File: config.mk
export PLATFORM = sky130hd
export DESIGN_NAME = fcrp_ctrl
export DESIGN_NICKNAME = d
export VERILOG_FILES = /design/src/fcrp_pkg.sv /design/src/fcrp_ctrl.sv
export VERILOG_INCLUDE_DIRS = /design/src
export SDC_FILE = /design/constraint.sdc
export NUM_CORES = 1
export LEC_CHECK = 0
export BUFFER_PORTS_ARGS = -buffer_cell sky130_fd_sc_hd__buf_4
export CAP_MARGIN = 20
export CORE_MARGIN = 8
export CORE_UTILIZATION = 45
export DETAILED_ROUTE_END_ITERATION = 8
export PLACE_DENSITY = 0.78
export SLEW_MARGIN = 30
export SYNTH_ARGS = -nofsm -noshare
export SYNTH_HDL_FRONTEND = slang
export SYNTH_SLANG_ARGS = --single-unit
File: constraint.sdc
create_clock -name clk -period 2.49 [get_ports clk]
set_clock_uncertainty 0.1 [all_clocks]
set_input_delay 0.498 -clock clk [delete_from_list [all_inputs] [get_ports clk]]
set_output_delay 0.498 -clock clk [all_outputs]
set_load 0.03 [all_outputs]
File: src/fcrp_consts.svh
// Constants for the flash command, reset and protect controller
`ifndef FCRP_CONSTS_SVH
`define FCRP_CONSTS_SVH

// ----------------------------------------------------------------
// Clock and timing
// ----------------------------------------------------------------
`define FCRP_CLK_MHZ 25
`define FCRP_CEIL_CYC(ns) (((ns) * `FCRP_CLK_MHZ + 999) / 1000)
`define FCRP_T_SETUP_NS 40
`define FCRP_T_WE_LOW_NS 80
`define FCRP_T_WE_HIGH_NS 40
`define FCRP_T_ACCESS_NS 120
`define FCRP_T_BUSY_NS 100
`define FCRP_T_RESET_PULSE_NS 500
`define FCRP_T_RESET_HIGH_NS 200
`define FCRP_CYC_WE_LOW 8'(`FCRP_CEIL_CYC(`FCRP_T_WE_LOW_NS))
`define FCRP_CYC_WE_HIGH 8'(`FCRP_CEIL_CYC(`FCRP_T_WE_HIGH_NS))
`define FCRP_CYC_ACCESS 8'(`FCRP_CEIL_CYC(`FCRP_T_ACCESS_NS) + 2)
`define FCRP_CYC_BUSY 8'(`FCRP_CEIL_CYC(`FCRP_T_BUSY_NS))
`define FCRP_CYC_RESET_PULSE 8'(`FCRP_CEIL_CYC(`FCRP_T_RESET_PULSE_NS))
`define FCRP_CYC_RESET_HIGH 8'(`FCRP_CEIL_CYC(`FCRP_T_RESET_HIGH_NS))

// ----------------------------------------------------------------
// Register offsets and fields
// ----------------------------------------------------------------
`define FCRP_REG_CMD 8'h00
`define FCRP_REG_ADDR 8'h04
`define FCRP_REG_WDATA 8'h08
`define FCRP_REG_RDATA 8'h0c
`define FCRP_REG_STATUS 8'h10
`define FCRP_REG_CTRL 8'h14
`define FCRP_ST_REFUSED 2
`define FCRP_ST_INTR 3
`define FCRP_LOCK_PERSIST_BIT 1
`define FCRP_LOCK_PASSWORD_BIT 2

// ----------------------------------------------------------------
// Operation codes
// ----------------------------------------------------------------
`define FCRP_OP_WRITE 3'h0
`define FCRP_OP_READ 3'h1
`define FCRP_OP_SOFT_RESET 3'h2
`define FCRP_OP_WB_ABORT_RESET 3'h3
`define FCRP_OP_HW_RESET 3'h4
`define FCRP_OP_PROTECT_PROG 3'h5
`define FCRP_OP_LOCK_PROG 3'h6

// ----------------------------------------------------------------
// Flash command words and addresses
// ----------------------------------------------------------------
`define FCRP_CMD_RESET 16'h00f0
`define FCRP_CMD_UNLOCK1 16'h00aa
`define FCRP_CMD_UNLOCK2 16'h0055
`define FCRP_CMD_PROGRAM 16'h00a0
`define FCRP_CMD_PROTECT_SET 16'h0000
`define FCRP_ADDR_UNLOCK1 23'h000555
`define FCRP_ADDR_UNLOCK2 23'h0002aa
`define FCRP_ADDR_LOCK 23'h000000

`endif

File: src/fcrp_pkg.sv
// Types for the flash command, reset and protect controller
package fcrp_pkg;

    // One-hot engine states
    typedef enum logic [7:0] {
        FCRP_IDLE = 8'h01,
        FCRP_SETUP = 8'h02,
        FCRP_WE_LOW = 8'h04,
        FCRP_WE_HIGH = 8'h08,
        FCRP_READ = 8'h10,
        FCRP_BUSY = 8'h20,
        FCRP_RST_LOW = 8'h40,
        FCRP_RST_HIGH = 8'h80
    } fcrp_state_t;

    // Flash pin outputs
    typedef struct packed {
        logic ce_b;
        logic we_b;
        logic oe_b;
        logic reset_b;
        logic [22:0] addr;
        logic [15:0] dq_o;
        logic dq_oe;
    } fcrp_pins_t;

    // One command cycle of a sequence
    typedef struct packed {
        logic [22:0] addr;
        logic [15:0] data;
        logic last;
    } fcrp_cyc_t;

    // Whole controller state
    typedef struct packed {
        fcrp_state_t st;
        logic [7:0] cnt;
        logic [1:0] step;
        logic [2:0] op;
        logic [22:0] addr;
        logic [15:0] wdata;
        logic [15:0] rdata;
        logic pw_done;
        logic refused;
        logic intr;
        logic rb_m;
        logic rb_s;
        logic [15:0] dq_m;
        logic [15:0] dq_s;
        fcrp_pins_t pins;
        logic [31:0] bus_rdata;
    } fcrp_regs_t;

endpackage
File: src/fcrp_ctrl.sv
// Host-side command sequencer for an asynchronous parallel NOR flash
//
// Notes on behaviour
// - Command write cycles hold chip and write enable low, output enable high.
// - Host reissues program or erase cut short by a hardware reset; the sequencer only sets intr and leaves the reissue to software.
// - Software reset returns to array read; host uses it after failures.
// - After buffer abort only the abort-reset sequence returns to read.
// - Host programs the password before the password-mode lock bit.
// - Protect bit program carries sector address on SECTOR_SELECT_ADDRESS.
`timescale 1ns/10ps
`include "fcrp_consts.svh"

module fcrp_ctrl (
    // Clock and reset
    input wire logic clk,
    input wire logic rst_b,
    // Software register port
    input wire logic [7:0] reg_addr,
    input wire logic [31:0] reg_wdata,
    input wire logic reg_wr,
    input wire logic reg_rd,
    output logic [31:0] reg_rdata,
    // Flash control pins
    output logic flash_ce_b,
    output logic flash_we_b,
    output logic flash_oe_b,
    output logic flash_reset_b,
    output logic [22:0] flash_addr,
    // Flash data pins
    output logic [15:0] flash_dq_o,
    output logic flash_dq_oe,
    input wire logic [15:0] flash_dq_i,
    // Flash status pin
    input wire logic ready_busy_out
);

    // ----------------------------------------------------------------
    // Sequence table
    // ----------------------------------------------------------------
    // Address and data of one command cycle of an operation
    function automatic fcrp_pkg::fcrp_cyc_t seq_cycle(
        input logic [2:0] op,
        input logic [1:0] step,
        input logic [22:0] addr,
        input logic [15:0] wdata
    );
        fcrp_pkg::fcrp_cyc_t c;
        c.addr = addr;
        c.data = wdata;
        c.last = 1'b1;
        case (op)
            `FCRP_OP_SOFT_RESET:
                c.data = `FCRP_CMD_RESET;
            `FCRP_OP_WB_ABORT_RESET:
            begin
                c.addr = (step == 2'd1) ? `FCRP_ADDR_UNLOCK2 :
                    `FCRP_ADDR_UNLOCK1;
                c.data = (step == 2'd0) ? `FCRP_CMD_UNLOCK1 :
                    (step == 2'd1) ? `FCRP_CMD_UNLOCK2 :
                    `FCRP_CMD_RESET;
                c.last = (step == 2'd2);
            end
            `FCRP_OP_PROTECT_PROG:
            begin
                // Sector on SECTOR_SELECT_ADDRESS with the program command itself
                c.addr = {addr[22:16], 16'h0000};
                c.data = (step == 2'd0) ? `FCRP_CMD_PROGRAM :
                    `FCRP_CMD_PROTECT_SET;
                c.last = (step == 2'd1);
            end
            `FCRP_OP_LOCK_PROG:
            begin
                c.addr = `FCRP_ADDR_LOCK;
                c.data = (step == 2'd0) ? `FCRP_CMD_PROGRAM : wdata;
                c.last = (step == 2'd1);
            end
            default:
                c.last = 1'b1;
        endcase
        return c;
    endfunction

    // ----------------------------------------------------------------
    // State
    // ----------------------------------------------------------------
    fcrp_pkg::fcrp_regs_t r_q;
    fcrp_pkg::fcrp_regs_t r_d;
    fcrp_pkg::fcrp_cyc_t cyc;
    logic start_req;
    logic refuse;
    logic [2:0] new_op;

    assign new_op = reg_wdata[2:0];
    assign start_req = reg_wr && (reg_addr == `FCRP_REG_CMD);
    assign cyc = seq_cycle(r_q.op, r_q.step, r_q.addr, r_q.wdata);

    // Refusal: engine active, flash busy, or unsafe lock program
    always_comb
    begin
        refuse = 1'b0;
        // The engine parks in busy while the flash works; only a
        // hardware reset may cut in there
        if (r_q.st != fcrp_pkg::FCRP_IDLE &&
            !(r_q.st == fcrp_pkg::FCRP_BUSY && new_op == `FCRP_OP_HW_RESET))
            refuse = 1'b1;
        else if (!r_q.rb_s && new_op != `FCRP_OP_HW_RESET)
            refuse = 1'b1;
        else if (new_op == `FCRP_OP_LOCK_PROG &&
                 !r_q.wdata[`FCRP_LOCK_PASSWORD_BIT] && !r_q.pw_done)
            refuse = 1'b1;
        else if (new_op == `FCRP_OP_LOCK_PROG &&
                 !r_q.wdata[`FCRP_LOCK_PASSWORD_BIT] &&
                 !r_q.wdata[`FCRP_LOCK_PERSIST_BIT])
            refuse = 1'b1; // Both bits at once would only abort
    end

    // ----------------------------------------------------------------
    // Next state
    // ----------------------------------------------------------------
    always_comb
    begin
        r_d = r_q;
        r_d.rb_m = ready_busy_out;
        r_d.rb_s = r_q.rb_m;
        r_d.dq_m = flash_dq_i;
        r_d.dq_s = r_q.dq_m;
        r_d.bus_rdata = 32'h0000_0000;
        if (r_q.cnt != 8'h00)
            r_d.cnt = r_q.cnt - 8'h01;

        // Register writes; hardware set below wins over clear
        if (reg_wr)
        begin
            case (reg_addr)
                `FCRP_REG_ADDR: r_d.addr = reg_wdata[22:0];
                `FCRP_REG_WDATA: r_d.wdata = reg_wdata[15:0];
                `FCRP_REG_CTRL: r_d.pw_done = reg_wdata[0];
                `FCRP_REG_STATUS:
                begin
                    if (reg_wdata[`FCRP_ST_REFUSED])
                        r_d.refused = 1'b0;
                    if (reg_wdata[`FCRP_ST_INTR])
                        r_d.intr = 1'b0;
                end
                default: r_d.pw_done = r_q.pw_done;
            endcase
        end

        // Register reads, answered in the next cycle
        if (reg_rd)
        begin
            case (reg_addr)
                `FCRP_REG_ADDR: r_d.bus_rdata = {9'h000, r_q.addr};
                `FCRP_REG_WDATA: r_d.bus_rdata = {16'h0000, r_q.wdata};
                `FCRP_REG_RDATA: r_d.bus_rdata = {16'h0000, r_q.rdata};
                `FCRP_REG_STATUS:
                    r_d.bus_rdata = {28'h0000000, r_q.intr, r_q.refused,
                        r_q.rb_s, r_q.st != fcrp_pkg::FCRP_IDLE};
                `FCRP_REG_CTRL: r_d.bus_rdata = {31'h0, r_q.pw_done};
                default: r_d.bus_rdata = 32'h0000_0000;
            endcase
        end

        // Engine
        case (r_q.st)
            fcrp_pkg::FCRP_IDLE:
            begin
                r_d.pins.ce_b = 1'b1;
                r_d.pins.we_b = 1'b1;
                r_d.pins.oe_b = 1'b1;
                r_d.pins.dq_oe = 1'b0;
                if (start_req && !refuse)
                begin
                    r_d.op = new_op;
                    r_d.step = 2'd0;
                    if (new_op == `FCRP_OP_READ)
                    begin
                        r_d.pins.addr = r_q.addr;
                        r_d.pins.ce_b = 1'b0;
                        r_d.pins.oe_b = 1'b0;
                        r_d.cnt = `FCRP_CYC_ACCESS;
                        r_d.st = fcrp_pkg::FCRP_READ;
                    end
                    else
                        r_d.st = fcrp_pkg::FCRP_SETUP;
                end
            end
            fcrp_pkg::FCRP_SETUP:
            begin
                // Address, data and enables launch together; hold follows
                r_d.pins.addr = cyc.addr;
                r_d.pins.dq_o = cyc.data;
                r_d.pins.dq_oe = 1'b1;
                r_d.pins.oe_b = 1'b1;
                r_d.pins.ce_b = 1'b0;
                r_d.pins.we_b = 1'b0;
                r_d.cnt = `FCRP_CYC_WE_LOW;
                r_d.st = fcrp_pkg::FCRP_WE_LOW;
            end
            fcrp_pkg::FCRP_WE_LOW:
            begin
                if (r_q.cnt == 8'h01)
                begin
                    r_d.pins.we_b = 1'b1;
                    r_d.st = fcrp_pkg::FCRP_WE_HIGH;
                end
            end
            fcrp_pkg::FCRP_WE_HIGH:
            begin
                // Data held one cycle past the rising edge
                r_d.pins.ce_b = 1'b1;
                r_d.pins.dq_oe = 1'b0;
                r_d.step = r_q.step + 2'd1;
                if (cyc.last)
                begin
                    r_d.cnt = `FCRP_CYC_BUSY;
                    r_d.st = fcrp_pkg::FCRP_BUSY;
                end
                else
                    r_d.st = fcrp_pkg::FCRP_SETUP;
            end
            fcrp_pkg::FCRP_READ:
            begin
                if (r_q.cnt == 8'h01)
                begin
                    r_d.rdata = r_q.dq_s;
                    r_d.pins.ce_b = 1'b1;
                    r_d.pins.oe_b = 1'b1;
                    r_d.cnt = `FCRP_CYC_WE_HIGH;
                    r_d.st = fcrp_pkg::FCRP_BUSY;
                end
            end
            fcrp_pkg::FCRP_BUSY:
            begin
                // Ready/busy is only trusted after its settling delay
                if (r_q.cnt == 8'h00 && r_q.rb_s)
                    r_d.st = fcrp_pkg::FCRP_IDLE;
            end
            fcrp_pkg::FCRP_RST_LOW:
            begin
                if (r_q.cnt == 8'h01)
                begin
                    r_d.pins.reset_b = 1'b1;
                    r_d.cnt = `FCRP_CYC_RESET_HIGH;
                    r_d.st = fcrp_pkg::FCRP_RST_HIGH;
                end
            end
            fcrp_pkg::FCRP_RST_HIGH:
            begin
                if (r_q.cnt == 8'h00)
                    r_d.st = fcrp_pkg::FCRP_IDLE;
            end
            default:
                r_d.st = fcrp_pkg::FCRP_IDLE;
        endcase

        // Refusal and hardware reset apply in idle and busy alike
        if (start_req && refuse)
            r_d.refused = 1'b1;
        else if (start_req && new_op == `FCRP_OP_HW_RESET)
        begin
            // Cutting a busy flash leaves work to redo
            if (!r_q.rb_s)
                r_d.intr = 1'b1;
            r_d.op = new_op;
            r_d.pins.reset_b = 1'b0;
            r_d.cnt = `FCRP_CYC_RESET_PULSE;
            r_d.st = fcrp_pkg::FCRP_RST_LOW;
        end
    end

    // ----------------------------------------------------------------
    // Registers
    // ----------------------------------------------------------------
    // Pins park deasserted, flash reset released, ready assumed
    always_ff @(posedge clk or negedge rst_b)
    begin
        if (!rst_b)
        begin
            r_q <= '0;
            r_q.st <= fcrp_pkg::FCRP_IDLE;
            r_q.rb_m <= 1'b1;
            r_q.rb_s <= 1'b1;
            r_q.pins.ce_b <= 1'b1;
            r_q.pins.we_b <= 1'b1;
            r_q.pins.oe_b <= 1'b1;
            r_q.pins.reset_b <= 1'b1;
        end
        else
            r_q <= r_d;
    end

    assign reg_rdata = r_q.bus_rdata;
    assign flash_ce_b = r_q.pins.ce_b;
    assign flash_we_b = r_q.pins.we_b;
    assign flash_oe_b = r_q.pins.oe_b;
    assign flash_reset_b = r_q.pins.reset_b;
    assign flash_addr = r_q.pins.addr;
    assign flash_dq_o = r_q.pins.dq_o;
    assign flash_dq_oe = r_q.pins.dq_oe;

    // ----------------------------------------------------------------
    // Checks
    // ----------------------------------------------------------------
    a_write_pin_levels: assert property (
        @(posedge clk) disable iff (!rst_b)
        !flash_we_b |-> (!flash_ce_b && flash_oe_b && flash_dq_oe))
        else $error("write enable low without proper pin levels");

    a_hw_reset_intr: assert property (
        @(posedge clk) disable iff (!rst_b)
        (start_req && !refuse &&
         new_op == `FCRP_OP_HW_RESET && !r_q.rb_s)
        |=> (r_q.intr && !flash_reset_b))
        else $error("hardware reset on busy flash not flagged");

    a_soft_reset_word: assert property (
        @(posedge clk) disable iff (!rst_b)
        ($fell(flash_we_b) && r_q.op == `FCRP_OP_SOFT_RESET)
        |-> flash_dq_o == `FCRP_CMD_RESET)
        else $error("software reset cycle carries wrong word");

    a_wb_abort_seq: assert property (
        @(posedge clk) disable iff (!rst_b)
        ($fell(flash_we_b) && r_q.op == `FCRP_OP_WB_ABORT_RESET &&
         r_q.step == 2'd2)
        |-> (flash_dq_o == `FCRP_CMD_RESET &&
             flash_addr == `FCRP_ADDR_UNLOCK1))
        else $error("abort reset final cycle wrong");

    a_password_order: assert property (
        @(posedge clk) disable iff (!rst_b)
        (r_q.st == fcrp_pkg::FCRP_IDLE && start_req &&
         new_op == `FCRP_OP_LOCK_PROG && !r_q.pw_done &&
         !r_q.wdata[`FCRP_LOCK_PASSWORD_BIT])
        |=> (r_q.st == fcrp_pkg::FCRP_IDLE && r_q.refused))
        else $error("password lock program not refused");

    a_sector_address: assert property (
        @(posedge clk) disable iff (!rst_b)
        ($fell(flash_we_b) && r_q.op == `FCRP_OP_PROTECT_PROG &&
         flash_dq_o == `FCRP_CMD_PROGRAM)
        |-> flash_addr[22:16] == r_q.addr[22:16])
        else $error("protect program lacks sector address");

    a_no_busy_start: assert property (
        @(posedge clk) disable iff (!rst_b)
        (r_q.st == fcrp_pkg::FCRP_IDLE && !r_q.rb_s)
        |=> (r_q.st == fcrp_pkg::FCRP_IDLE ||
             r_q.st == fcrp_pkg::FCRP_RST_LOW))
        else $error("sequence started while flash busy");

endmodule

==> results.yml <==
place:
  post_dp_cell_area_mm2: 0.00870
  port_buffers: 118
  post-place-cells: 956
  dp_hpwl_um: 13300
  gp_congestion: 0.915
  pre_cts_slack_ps: 18.2
timing:
  whs_ps: 63.7
  final.setup.tns_ps: 0
  drv_slew: 0
  rsz0062_at_grt: "no"
  max_clock_freq_mhz: 417
  finalCriticalPeriod_ps: 2400
  hold_viol_final: 0
  fin_ws_ps: 92.6
  maxSlewHeadroom_pct: 53.9
  finalCritPeriodShare_pct: 96.3
  worstMarginPinSlew_ps: 687
  finalSetupViolations: 0
route:
  ant_nets: 0
  firstDrtPassIters: 8
  drtIter0Drc: 462
  viasPerCell: 5.35
  wl_um: 18600
  vias: 5299
  wire_per_inst_um: 18.8
  drc: 0
logic_synthesis:
  synthXorXnorAreaFrac_pct: 1.12
  synth_seq_area_share_pct: 57.6
  synth_edf_count: 0
  synthMuxAreaShare_pct: 8.30
  netlist_instances: 673
  ys_seq_elements: 180
  yosysWarnings: 0
  synth-compound-area-share_pct: 10.7
  synthAdderAreaFrac_pct: 1.12
  ys.flop_type: "dfrtp_1"
  synth_top_family_by_area: "simple AND/OR/NAND/NOR gates"
  synthSimpleGateAreaFrac_pct: 12.4
  ys_async_sr_fraction_pct: 100
  yosysUniqueCellTypes: 60
  syn_avg_cell_area_um2: 11.7
  synth.cell_area_mm2: 0.00784
clock_network:
  cts_buffer_depth: 2
  cts.htree.levels: 4
  clock_sinks: 180
  numCtsBuffers: 17
  clock_latency_ps: 440
  path_clk_slew_ps: 70
  cts_tree: "built"
  cts_root_buf: "clkbuf_16"
critical_path:
  start_kind: "register"
  worst-endpoint-required_ps: 2690
  endpoint_kind: "register"
  cp_max_fo: 6
  critical_path_class: "reg -> reg"
  worst_ep_arrival_time_ps: 2600
power_and_ir_drop:
  power_density_mw_per_mm2: 704
  peakVddDrop_mv: 0.524
  leakagePower_nw: 4.46
  p_total_mw: 6.56
cells_and_area:
  finish.utilization_pct: 54.2
  final_nets: 820
  area_growth_pct: 18.7
  antenna_cells: 0
  fin_cells: 990
  finalInstanceArea_mm2: 0.00931
  layout-drive-gt1-share_pct: 34.1
die:
  die_area_mm2: 0.0219
  die_x_um: 148
  die_h_um: 148
  num_rows: 48
  io_pins: 137
  core_mm2: 0.0172
  start_util_pct: 45.7
global_routing:
  grt_pass1_vias: 5441
  antenna_found_initial: 0
  grt_max_degree: 57
  grt_util_all_layers_pct: 17.3
  globalRouteOverflowTotal: 0
  grt_pass1_wl_um: 29700
outcome:
  outcome: "complete, no violations"
min_path:
  hold_class: "in -> reg"
job:
  maxCapViolations: 0
[power by group]
part,leakage [nW],switching (mW),internal [mW]
clock network,0.282,1.27,1.34
logic,1.86,0.405,0.343
registers,2.32,0.126,3.07
[timing repair]
item,CTS,global route
endpoints found under the setup margin,11,5
endpoints found under the hold margin,43,0
resized for setup,1,1
hold buffers,1,0
pin swaps,0,2
buffers inserted,0,1
[flip-flops by register name, indices dropped and copies added (netlist names), 16 cells and up]
signal / count
flash_addr: 23
flash_dq_o: 16
r_d: 17
r_q: 96
reg_rdata: 23
[worst paths after layout]
kind / startpoint / end / slack, ps / cells after the start
setup / recovery: r_q[181]$_DFF_PN1_ / r_q[176]$_DFF_PN0_ / 90 / 6
hold / removal: flash_dq_i[7] / r_d[83]$_DFF_PN0_ / 60 / 1
setup reg to reg: r_q[181]$_DFF_PN1_ / r_q[176]$_DFF_PN0_ / 90 / 6
hold reg to reg: r_d[78]$_DFF_PN0_ / r_q[78]$_DFF_PN0_ / 250 / 0
max in group asynchronous: rst_b / flash_dq_o[3]$_DFFE_PN0P_ / 1050 / 3
min in group asynchronous: rst_b / r_d[78]$_DFF_PN0_ / 490 / 2
[cell type report]
class / instances / area, um2
clock buffers: 17 / 425
clock inverters: 15 / 163
fillers: 1462 / 7870
inverters: 10 / 37.5
multi-input cells: 390 / 2690
flip-flops and latches: 180 / 4510
well taps: 225 / 282
repair buffers: 153 / 1200
[per-layer routing]
metal,wire length (um),track usage (%)
met2,8590,26.3
met4,549,8.01
met3,1410,5.23
met1,8020,22.3
met5,0,0
[Yosys cell counts, drive strengths merged, types with 3 or more instances]
library cell    n  share of area, %
dfrtp         173                55
buf            76               7.1
nand2          63               3.0
mux2           56               8.0
o21ai          42               2.7
nor2           33               1.6
a21oi          28               1.8
clkbuf         25               1.2
and3           15               1.3
a222oi         13               1.7
nor3           12              0.83
inv            10              0.48
a22o            9               1.0
a22oi           8              0.77
dfstp           7               2.3
ha              7               1.1
nand3           7              0.45
nand4           6              0.48
nor2b           6              0.48
nor4            6              0.56
nand4b          5              0.56
nor3b           5              0.48
xnor2           5              0.56
xor2            5              0.56
and2            4              0.32
and4            4              0.45
and4b           3              0.38
nand3b          3              0.29
or3b            3              0.34
or4             3              0.38
[cells in the final DEF, fill, tap and decap left out, types with 10 or more instances in the layout]
cell type,count
nand2_1,63
buf_4,147
clkbuf_16,17
a21oi_1,28
a222oi_1,13
o21ai_0,40
inv_1,10
mux2_2,56
dfrtp_1,173
and3_1,14
nor2_1,32
nor3_1,10
[kinds of logic (layout without fill, tap and decap cells)]
group	Yosys count	in the layout
compound gates	123	123
xor+xnor	10	10
fa+ha+maj	7	7
buf+inv	111	195
flops	180	180
mux	58	58
other cells	1	9
simple gates	183	183
[critical path, cell delays in order (launching register included)]
cell and delay, ps:
dfstp_2 400, or4_4 540, or4_4 450, and3_4 180, o41ai_4 330, buf_4 200
o21ai_2 60
Power figures use the tool's default switching activity.
